`config.mk`:
```
export PLATFORM = sky130hd
export DESIGN_NAME = dbg_sel
export DESIGN_NICKNAME = d
export VERILOG_FILES = /design/src/logic/dbg_sel_pkg.sv /design/src/logic/dbg_sel.sv
export SDC_FILE = /design/constraint.sdc
export NUM_CORES = 1
export LEC_CHECK = 0
export ABC_AREA = 1
export BUFFER_PORTS_ARGS = -buffer_cell sky130_fd_sc_hd__buf_2
export CAP_MARGIN = 40
export CORE_MARGIN = 8
export CORE_UTILIZATION = 57
export DETAILED_ROUTE_END_ITERATION = 12
export PLACE_DENSITY = 0.78
export SKIP_LAST_GASP = 1
export SYNTH_ARGS = -nofsm -noshare
export SYNTH_HDL_FRONTEND = slang
export SYNTH_SLANG_ARGS = --single-unit
```
`constraint.sdc`:
```
create_clock -name clk -period 1.66 [get_ports clk]
set_input_delay 0.249 -clock clk [delete_from_list [all_inputs] [get_ports clk]]
set_output_delay 0.249 -clock clk [all_outputs]
set_load 0.01 [all_outputs]
```
`src/logic/dbg_sel_pkg.sv`:
```
// Constants and carrier types for the debug and boundary-scan port selector
package dbg_sel_pkg;

  localparam int unsigned BREAKPOINTS   = 4;
  localparam int unsigned WATCHPOINTS   = 2;
  localparam int unsigned POWERUP_WAIT_US = 250;
  localparam int unsigned CLK_MHZ       = 250;
  localparam int unsigned POWERUP_CYCLES = POWERUP_WAIT_US * CLK_MHZ;
  localparam logic [3:0]  IR_BYPASS     = 4'hF;
  localparam logic [3:0]  IR_EXTEST     = 4'h0;
  localparam logic [3:0]  IR_SAMPLE     = 4'h1;
  localparam logic [3:0]  IR_IDCODE     = 4'h2;
  localparam logic [31:0] ID_CODE       = 32'h0000_1001;  // Arbitrary value

  typedef enum logic [1:0] {
    MODE_HALT = 2'h0,
    MODE_SCAN = 2'h1,
    MODE_DEBUG = 2'h2
  } mode_type;

  typedef enum logic [3:0] {
    TAP_RESET   = 4'h0,
    TAP_IDLE    = 4'h1,
    TAP_SEL_DR  = 4'h2,
    TAP_CAP_DR  = 4'h3,
    TAP_SH_DR   = 4'h4,
    TAP_EX1_DR  = 4'h5,
    TAP_PA_DR   = 4'h6,
    TAP_EX2_DR  = 4'h7,
    TAP_UP_DR   = 4'h8,
    TAP_SEL_IR  = 4'h9,
    TAP_CAP_IR  = 4'hA,
    TAP_SH_IR   = 4'hB,
    TAP_EX1_IR  = 4'hC,
    TAP_PA_IR   = 4'hD,
    TAP_EX2_IR  = 4'hE,
    TAP_UP_IR   = 4'hF
  } tap_state_type;

  typedef struct packed {
    logic tck;
    logic tms;
    logic tdi;
    logic trst_n;
  } scan_pins_type;

  typedef struct packed {
    logic swclk;
    logic swdio;
  } swd_pins_type;

endpackage

```
`src/logic/dbg_sel.sv`:
```
// Debug and boundary-scan port selector with scan tap
`timescale 1ns/1ps
`default_nettype none
module dbg_sel #(
  parameter int unsigned BSR_LEN = 8,
  parameter int unsigned BP_NUM  = dbg_sel_pkg::BREAKPOINTS,
  parameter int unsigned WP_NUM  = dbg_sel_pkg::WATCHPOINTS
) (
  input  wire logic                       clk,
  input  wire logic                       srst,
  input  wire logic                       reset_n_pin,
  input  wire dbg_sel_pkg::scan_pins_type scan_in,
  input  wire dbg_sel_pkg::swd_pins_type  swd_in,
  input  wire logic [BSR_LEN-1:0]         pin_in,
  input  wire logic [BSR_LEN-1:0]         core_out,
  output logic                            tdo,
  output logic                            tdo_oe,
  output logic                            scan_mode,
  output logic                            swd_enable,
  output logic                            chip_in_reset,
  output logic [BSR_LEN-1:0]              pin_out,
  output logic [BSR_LEN-1:0]              pin_oe_scan,
  output logic                            swdclk_core,
  output logic                            swdio_core,
  output logic [2:0]                      bp_count,
  output logic [1:0]                      wp_count
);

  logic [1:0] rst_sync_q;
  logic [2:0] tck_sync_q;
  logic [1:0] tms_sync_q;
  logic [1:0] tdi_sync_q;
  logic [1:0] trst_sync_q;
  logic [1:0] swclk_sync_q;
  logic [1:0] swdio_sync_q;
  logic [BSR_LEN-1:0] pin_sync1_q;
  logic [BSR_LEN-1:0] pin_sync2_q;

  // Two-stage synchronisers for all pins
  always_ff @(posedge clk) begin
    if (srst) begin
      rst_sync_q   <= 2'h0;
      tck_sync_q   <= 3'h0;
      tms_sync_q   <= 2'h3;
      tdi_sync_q   <= 2'h0;
      trst_sync_q  <= 2'h0;
      swclk_sync_q <= 2'h0;
      swdio_sync_q <= 2'h0;
      pin_sync1_q  <= '0;
      pin_sync2_q  <= '0;
    end else begin
      rst_sync_q   <= {rst_sync_q[0], reset_n_pin};
      tck_sync_q   <= {tck_sync_q[1:0], scan_in.tck};
      tms_sync_q   <= {tms_sync_q[0], scan_in.tms};
      tdi_sync_q   <= {tdi_sync_q[0], scan_in.tdi};
      trst_sync_q  <= {trst_sync_q[0], scan_in.trst_n};
      swclk_sync_q <= {swclk_sync_q[0], swd_in.swclk};
      swdio_sync_q <= {swdio_sync_q[0], swd_in.swdio};
      pin_sync1_q  <= pin_in;
      pin_sync2_q  <= pin_sync1_q;
    end
  end

  logic rst_pin_lvl;
  logic trst_act;
  logic tck_rise;
  logic tck_fall;
  logic tms_s;
  logic tdi_s;
  assign rst_pin_lvl = rst_sync_q[1];
  assign trst_act    = ~trst_sync_q[1];
  assign tck_rise    = tck_sync_q[1] & ~tck_sync_q[2];
  assign tck_fall    = ~tck_sync_q[1] & tck_sync_q[2];
  assign tms_s       = tms_sync_q[1];
  assign tdi_s       = tdi_sync_q[1];

  dbg_sel_pkg::mode_type mode_q, mode_d;

  always_comb begin
    mode_d = mode_q;
    if (!rst_pin_lvl) begin
      mode_d = dbg_sel_pkg::MODE_SCAN;
    end else begin
      mode_d = dbg_sel_pkg::MODE_DEBUG;
    end
  end

  always_ff @(posedge clk) begin
    if (srst) begin
      mode_q <= dbg_sel_pkg::MODE_HALT;
    end else begin
      mode_q <= mode_d;
    end
  end

  logic scan_act;
  assign scan_act = (mode_q == dbg_sel_pkg::MODE_SCAN);

  dbg_sel_pkg::tap_state_type tap_q, tap_d;
  logic [3:0]         ir_q, ir_d;
  logic [3:0]         irsh_q, irsh_d;
  logic [31:0]        dr_q, dr_d;
  logic [BSR_LEN-1:0] bsr_q, bsr_d;
  logic [BSR_LEN-1:0] upd_q, upd_d;
  logic               tdo_q, tdo_d;
  logic               tdo_oe_q, tdo_oe_d;
  logic               bsr_sel;

  assign bsr_sel = (ir_q == dbg_sel_pkg::IR_EXTEST) | (ir_q == dbg_sel_pkg::IR_SAMPLE);

  always_comb begin
    tap_d    = tap_q;
    ir_d     = ir_q;
    irsh_d   = irsh_q;
    dr_d     = dr_q;
    bsr_d    = bsr_q;
    upd_d    = upd_q;
    tdo_d    = tdo_q;
    tdo_oe_d = tdo_oe_q;
    if (trst_act || !scan_act) begin
      tap_d    = dbg_sel_pkg::TAP_RESET;
      ir_d     = dbg_sel_pkg::IR_IDCODE;
      tdo_oe_d = 1'b0;
    end else if (tck_rise) begin
      unique case (tap_q)
        dbg_sel_pkg::TAP_RESET:  tap_d = tms_s ? dbg_sel_pkg::TAP_RESET : dbg_sel_pkg::TAP_IDLE;
        dbg_sel_pkg::TAP_IDLE:   tap_d = tms_s ? dbg_sel_pkg::TAP_SEL_DR : dbg_sel_pkg::TAP_IDLE;
        dbg_sel_pkg::TAP_SEL_DR: tap_d = tms_s ? dbg_sel_pkg::TAP_SEL_IR : dbg_sel_pkg::TAP_CAP_DR;
        dbg_sel_pkg::TAP_CAP_DR: begin
          tap_d = tms_s ? dbg_sel_pkg::TAP_EX1_DR : dbg_sel_pkg::TAP_SH_DR;
          dr_d  = (ir_q == dbg_sel_pkg::IR_IDCODE) ? dbg_sel_pkg::ID_CODE : 32'h0000_0000;
          bsr_d = pin_sync2_q;
        end
        dbg_sel_pkg::TAP_SH_DR: begin
          tap_d = tms_s ? dbg_sel_pkg::TAP_EX1_DR : dbg_sel_pkg::TAP_SH_DR;
          if (bsr_sel) begin
            bsr_d = {tdi_s, bsr_q[BSR_LEN-1:1]};
          end else if (ir_q == dbg_sel_pkg::IR_IDCODE) begin
            dr_d = {tdi_s, dr_q[31:1]};
          end else begin
            dr_d = {31'h0000_0000, tdi_s};
          end
        end
        dbg_sel_pkg::TAP_EX1_DR: tap_d = tms_s ? dbg_sel_pkg::TAP_UP_DR : dbg_sel_pkg::TAP_PA_DR;
        dbg_sel_pkg::TAP_PA_DR:  tap_d = tms_s ? dbg_sel_pkg::TAP_EX2_DR : dbg_sel_pkg::TAP_PA_DR;
        dbg_sel_pkg::TAP_EX2_DR: tap_d = tms_s ? dbg_sel_pkg::TAP_UP_DR : dbg_sel_pkg::TAP_SH_DR;
        dbg_sel_pkg::TAP_UP_DR: begin
          tap_d = tms_s ? dbg_sel_pkg::TAP_SEL_DR : dbg_sel_pkg::TAP_IDLE;
          if (bsr_sel) begin
            upd_d = bsr_q;
          end
        end
        dbg_sel_pkg::TAP_SEL_IR: tap_d = tms_s ? dbg_sel_pkg::TAP_RESET : dbg_sel_pkg::TAP_CAP_IR;
        dbg_sel_pkg::TAP_CAP_IR: begin
          tap_d  = tms_s ? dbg_sel_pkg::TAP_EX1_IR : dbg_sel_pkg::TAP_SH_IR;
          irsh_d = 4'h1;
        end
        dbg_sel_pkg::TAP_SH_IR: begin
          tap_d  = tms_s ? dbg_sel_pkg::TAP_EX1_IR : dbg_sel_pkg::TAP_SH_IR;
          irsh_d = {tdi_s, irsh_q[3:1]};
        end
        dbg_sel_pkg::TAP_EX1_IR: tap_d = tms_s ? dbg_sel_pkg::TAP_UP_IR : dbg_sel_pkg::TAP_PA_IR;
        dbg_sel_pkg::TAP_PA_IR:  tap_d = tms_s ? dbg_sel_pkg::TAP_EX2_IR : dbg_sel_pkg::TAP_PA_IR;
        dbg_sel_pkg::TAP_EX2_IR: tap_d = tms_s ? dbg_sel_pkg::TAP_UP_IR : dbg_sel_pkg::TAP_SH_IR;
        dbg_sel_pkg::TAP_UP_IR: begin
          tap_d = tms_s ? dbg_sel_pkg::TAP_SEL_DR : dbg_sel_pkg::TAP_IDLE;
          ir_d  = irsh_q;
        end
      endcase
    end else if (tck_fall) begin
      tdo_oe_d = (tap_q == dbg_sel_pkg::TAP_SH_DR) | (tap_q == dbg_sel_pkg::TAP_SH_IR);
      if (tap_q == dbg_sel_pkg::TAP_SH_IR) begin
        tdo_d = irsh_q[0];
      end else if (bsr_sel) begin
        tdo_d = bsr_q[0];
      end else begin
        tdo_d = dr_q[0];
      end
    end
  end

  always_ff @(posedge clk) begin
    if (srst) begin
      tap_q    <= dbg_sel_pkg::TAP_RESET;
      ir_q     <= dbg_sel_pkg::IR_IDCODE;
      irsh_q   <= 4'h0;
      dr_q     <= 32'h0000_0000;
      bsr_q    <= '0;
      upd_q    <= '0;
      tdo_q    <= 1'b0;
      tdo_oe_q <= 1'b0;
    end else begin
      tap_q    <= tap_d;
      ir_q     <= ir_d;
      irsh_q   <= irsh_d;
      dr_q     <= dr_d;
      bsr_q    <= bsr_d;
      upd_q    <= upd_d;
      tdo_q    <= tdo_d;
      tdo_oe_q <= tdo_oe_d;
    end
  end

  // Output registers
  always_ff @(posedge clk) begin
    if (srst) begin
      tdo           <= 1'b0;
      tdo_oe        <= 1'b0;
      scan_mode     <= 1'b0;
      swd_enable    <= 1'b0;
      chip_in_reset <= 1'b1;
      pin_out       <= '0;
      pin_oe_scan   <= '0;
      swdclk_core   <= 1'b0;
      swdio_core    <= 1'b0;
      bp_count      <= 3'h0;
      wp_count      <= 2'h0;
    end else begin
      tdo           <= tdo_q & scan_act;
      tdo_oe        <= tdo_oe_q & scan_act;
      scan_mode     <= (mode_d == dbg_sel_pkg::MODE_SCAN);
      swd_enable    <= (mode_d == dbg_sel_pkg::MODE_DEBUG);
      chip_in_reset <= ~rst_pin_lvl;
      if (scan_act && !trst_act && ir_q == dbg_sel_pkg::IR_EXTEST) begin
        pin_out     <= upd_q;
        pin_oe_scan <= '1;
      end else begin
        pin_out     <= core_out;
        pin_oe_scan <= '0;
      end
      swdclk_core   <= swclk_sync_q[1] & (mode_q == dbg_sel_pkg::MODE_DEBUG);
      swdio_core    <= swdio_sync_q[1] & (mode_q == dbg_sel_pkg::MODE_DEBUG);
      bp_count      <= 3'(BP_NUM);
      wp_count      <= 2'(WP_NUM);
    end
  end

endmodule
`default_nettype wire

```
==> After elaboration in Yosys (flattened, before gate mapping) <==
Cells that the tools add are included.
{ "op_classes": {"n_eq_ne": 23, "muxes": 27, "bitwise_logic": 14, "reduce_logical": 19} }
{ "op_table": {"columns": ["operator", "count"], "rows": [
  ["$mux 32", 2],
  ["$pmux 32 s2", 1],
  ["$pmux 4 s12", 1],
  ["$eq 4x4->1 const B", 8],
  ["$mux 8", 3],
  ["$eq 4x3->1 const B", 4],
  ["$mux 4", 4],
  ["$pmux 8 s2", 1],
  ["$mux 13", 1],
  ["$eq 4x2->1 const B", 3],
  ["$reduce_and 4->1", 3],
  ["$mux 2", 5],
  ["$mux 3", 3],
  ["$eq 4x1->1 const B", 2],
  ["$logic_not 4->1", 2],
  ["$pmux 4 s2", 1],
  ["$and 1x1->1", 6],
  ["$not 1->1", 6],
  ["$reduce_and 3->1", 2],
  ["$reduce_or 2->1", 3],
  ["$mux 1", 5],
  ["$eq 2x1->1 const B", 2],
  ["$eq 2x2->1 const B", 2],
  ["$ne 2x2->1 const B", 2],
  ["7 further kinds", 11]
]} }
{ "totals": {"ff_bits": 123, "input_bits": 25, "out_inout_bits": 28, "elab_cells": 112} }

==> Depth between registers and ports, before layout <==
{ "depth": {"word_depth": 5, "ltp_mapped": 10, "mapped_depth_nobuf": 9} }

==> Worst setup path before layout <==
No wires, ideal clock.
{ "synth_timing": {"kind": "register to register", "start": "register mode_q[0]", "end": "register dr_q[22]", "setup_ps": 74, "t_arrival_ps": 1357, "required_ps": 1586, "slack_ps": 229, "stages_incl_launch_ff": 8, "path_buffers": 1, "period_less_slack_ps": 1431, "cell_sequence": "dfxtp_1 nand3_4 nor2_8 inv_2 a21oi_4 buf_6 nor2_1 nor3_2"} }
{ "synth_between": {"elab_chain_cells": 5} }
{ "synth_lines": {"columns": ["item", "line_no", "rtl"], "rows": [
  ["start, declared", "dbg_sel.sv:77", "dbg_sel_pkg::mode_type mode_q, mode_d;"],
  ["start signal, assigned", "dbg_sel.sv:90", "mode_q <= dbg_sel_pkg::MODE_HALT;"],
  ["start signal, assigned", "dbg_sel.sv:92", "mode_q <= mode_d;"],
  ["$eq 2x1->1", "dbg_sel.sv:97", "assign scan_act = (mode_q == dbg_sel_pkg::MODE_SCAN);"],
  ["$logic_not 1->1", "dbg_sel.sv:120", "if (trst_act || !scan_act) begin"],
  ["$logic_or 1x1->1", "dbg_sel.sv:120", null],
  ["$not 1->1 (no source line)", null, null],
  ["$reduce_and 4->1 (no source line)", null, null],
  ["end signal, assigned", "dbg_sel.sv:196", "dr_q <= dr_d;"],
  ["end, declared", "dbg_sel.sv:102", "logic [31:0] dr_q, dr_d;"]
]} }
No other way between the ends.
A chain may end at the register's enable or synchronous reset.

==> Worst setup path after layout <==
{ "layout_timing": {"start": "register tap_q[0]", "end": "register dr_q[16]"} }
{ "layout_between": {"elab_chain_cells": 3, "word_cells_on_any_way": 6, "classes_between": "eq/ne: 3; mux: 1; reduce/logical: 2"} }
{ "layout_lines": {"columns": ["item", "line_no", "rtl"], "rows": [
  ["start, declared", "dbg_sel.sv:99", "dbg_sel_pkg::tap_state_type tap_q, tap_d;"],
  ["start signal, assigned", "dbg_sel.sv:184", "tap_q <= dbg_sel_pkg::TAP_RESET;"],
  ["start signal, assigned", "dbg_sel.sv:193", "tap_q <= tap_d;"],
  ["$eq 4x3->1 or $eq 4x2->1 (tied branches)", "dbg_sel.sv:125", "unique case (tap_q)"],
  ["$ne 2x2->1 (no source line) or $reduce_bool 2->1 (tied branches)", null, null],
  ["$reduce_and 4->1 (no source line)", null, null]
]} }
Parallel ways exist; a longest one is shown, timed or not.

==> out/summary.txt <==
FLOORPLAN
------------------------------------------------------------------------------------------
Starting density of the core                                                         59.3%
Overall die height                                                                  103 um
Count of boundary I/O pins                                                              53
Core footprint                                                                    7290 um2
# rows                                                                                  31
Die footprint                                                                   10,600 um2
Horizontal die dimension                                                            103 um

WORST SETUP PATH
------------------------------------------------------------------------------------------
CP endpoint kind                                                                      flop
Top fanout value on the critical path                                                   11
Arrival @ worst endpoint                                                           1820 ps
Number of cell instances on the worst register-to-register path                          8
Worst endpoint required time                                                       1950 ps
Kind of launch point of the worst setup path                                          flop
Critical Setup Path Class                                                       reg -> reg

CTS
------------------------------------------------------------------------------------------
Clock tree from TritonCTS                                                             done
Latest clock arrival within the worst-skew pair                                     370 ps
CTS root buffer                                                                   clkbuf_8
Reg clk slew, reported paths                                                        100 ps
Number of CTS-inserted buffers                                                           9
Number of sinks on the clock net                                                       110
CTS max path bufs                                                                        2
Level count of the clock H-tree                                                          3
Hold_buf cts                                                                             0

LOGIC SYNTHESIS
------------------------------------------------------------------------------------------
Share of Yosys cell area claimed by the top area cell type                           51.0%
Count of cell types in the netlist                                                      33
Compound-cell area share of the yosys netlist                                        14.9%
Number of storage elements in the synthesis netlist                                    110
Dominant cells by area after synthesis                                        dfxtp_1 (51%), nor2_1 (7.7%), a21oi_1 (7.3%)
Share of synthesized cell area in full adder, half adder and majority cells             0%
Area share of xor/xnor cells in the synthesized design                                  0%
Dominant combinational cell family by area after synthesis                    simple AND/OR/NAND/NOR gates
Area leader, netlist                                                               dfxtp_1
Fraction of the yosys area taken by sequential cells                                 51.0%
Number of warnings printed during yosys synthesis                                        0
Simple-gate share of the synthesized area                                            22.3%
Share of synthesized area spent on multiplexers                                         0%
Per-instance average area after synthesis                                         7.77 um2
Cells after Synth                                                                      556
Post-synthesis instance area                                                      4320 um2

TIMING
------------------------------------------------------------------------------------------
Count of endpoints failing setup in the final report                                     0
Fin Clk Skew                                                                       8.82 ps
Final worst-path cycle share                                                         92.4%
Worst Slack Setup Final                                                             126 ps
RSZ-0062 raised after global routing                                                    no
Shortest clock period the worst path allows after layout                           1530 ps
Setup TNS                                                                             0 ps
Final Hold Fails                                                                         0
Slew of the pin with the lowest slew margin                                         857 ps
Final number of max-transition violations                                                0
Maximum achievable frequency                                                     0.652 GHz
Tightest slew margin relative to the limit                                           42.8%

PLACEMENT
------------------------------------------------------------------------------------------
Input/output buffers                                                                    49
Detail Placement HPWL                                                              5.84 mm
Worst setup slack before clock tree synthesis                                      91.3 ps
Gp weighted congestion                                                               0.900

ROUTING
------------------------------------------------------------------------------------------
DRC violation count after routing                                                        0
Violation count after the first detailed-routing iteration                             220
Avg Vias per Cell                                                                     5.00
WL/cell                                                                            11.8 um
Number of detailed-route iterations in the first pass                                    5
Final Routed Wirelength                                                            8.27 mm
ANT nets after route                                                                     0
Detailed-route via count                                                             3,518

POWER AND IR DROP
------------------------------------------------------------------------------------------
Total power density per cell area                                               990 nW/um2
Worst ir drop on vdd                                                            0.000611 V
Static leakage                                                                     2.09 nW

FINAL LAYOUT
------------------------------------------------------------------------------------------
Layout cells sized above 1                                                           18.5%
Fill cells                                                                             635
Total area of multi-input combinational cells                                     1630 um2
Share of the core filled with cells in the final layout                              66.8%
Leading cell types in the layout, fill and taps excluded                      dfxtp_1 (108), nor2_1 (89), inv_1 (74)
Area occupied by registers                                                        2200 um2
Commonest non-fill, non-tap cell in the layout                                     dfxtp_1
Net count, final                                                                       624
Inserted Diodes                                                                          0
Synthesis-to-layout area growth                                                      12.8%

HOLD PATH
------------------------------------------------------------------------------------------
Worst hold path class                                                            in -> reg
Hold Path Depth                                                                          2

STATUS
------------------------------------------------------------------------------------------
Status                                                                           completed

GRT
------------------------------------------------------------------------------------------
Initial antenna violation count                                                          0
Total congestion overflow                                                                0
Maximum number of pins on one net before global-route repair                            37
Number of global-route vias before repair                                            3,197
Global-route wire length before repair                                             14.0 mm
All-Layer GR Usage                                                                   16.5%

JOB
------------------------------------------------------------------------------------------
Max-cap violations                                                                       0

Yosys cell counts (all sizes together):
cell	n
a211oi	3
a21oi	64
a22oi	1
a31oi	1
buf	24
clkbuf	7
clkinv	1
conb	1
dfxtp	110
inv	82
nand2	76
nand3	12
nand4	4
nor2	92
nor3	20
nor4	2
o211ai	1
o21ai	52
o22ai	1
or2	2
stage by stage:
stage          cells  area, um2  hold slack [ps]  power, mW
2_1_floorplan    558       4330              353       2.88
3_3_place_gp     686       4600              383       2.94
3_5_place_dp     686       4600              392       2.95
4_1_cts          702       4850             39.4       4.86
5_1_grt          703       4870             53.1       5.00
6_report         703       4870             55.1       4.82
layer usage:
layer	track usage, %	part of all wire, %	routed length (um)
met1	19.8	45	3730
met2	27.7	45	3740
met3	3.58	7.8	642
met4	7.34	1.9	154
met5	0	0	0
report_power, final:
part,internal (mW),switching [mW]
Clock,1.03,0.911
Sequential,2.69,0.0184
Combinational,0.0678,0.112
area by class of cell:
class	count	share of cell area, %
Clock inverter	7	2.62
Tap cell	99	2.54
Multi-Input combinational cell	334	33.4
Inverter	83	6.49
Sequential cell	110	45.2
Clock buffer	9	2.54
Timing Repair Buffer	61	7.21
state kept, by name, summed over array words and instances, names as in the netlist, 3 cells and up:
signal       cells
dr_q            32
bsr_q            8
pin_out          8
pin_sync1_q      8
pin_sync2_q      8
upd_q            8
ir_q             4
irsh_q           4
tap_q            4
tck_sync_q       3
worst max-delay path, stage by stage (launching register included):
cell and delay [ps]:
dfxtp_1 370, inv_2 110, nand2_2 80, nor2_4 160, nand2_2 110, a21oi_4 200
buf_4 200, nor2_1 60, nor3_1 160
path summary, 6_finish.rpt:
check	start	endpoint	slack [ps]
worst max-delay path	tap_q[0]	dr_q[16]	130
worst min-delay path	scan_in[2]	tms_sync_q[0]	60
worst max register to register	tap_q[0]	dr_q[16]	130
worst min register to register	pin_sync1_q[0]	pin_sync2_q[0]	410
timing repair:
item	CTS	global route
setup buffers	0	1
endpoints found under the setup margin	0	30
gates resized for setup	0	8
logic make-up (layout without fill, tap and decap cells):
group | Yosys count | after routing
and+or+nand+nor | 208 | 208
AOI/OAI and AO/OA | 123 | 123
buffers and inverters | 114 | 160
DFF | 110 | 110
other | 1 | 3
No activity file was read; power rests on OpenSTA's default activity.
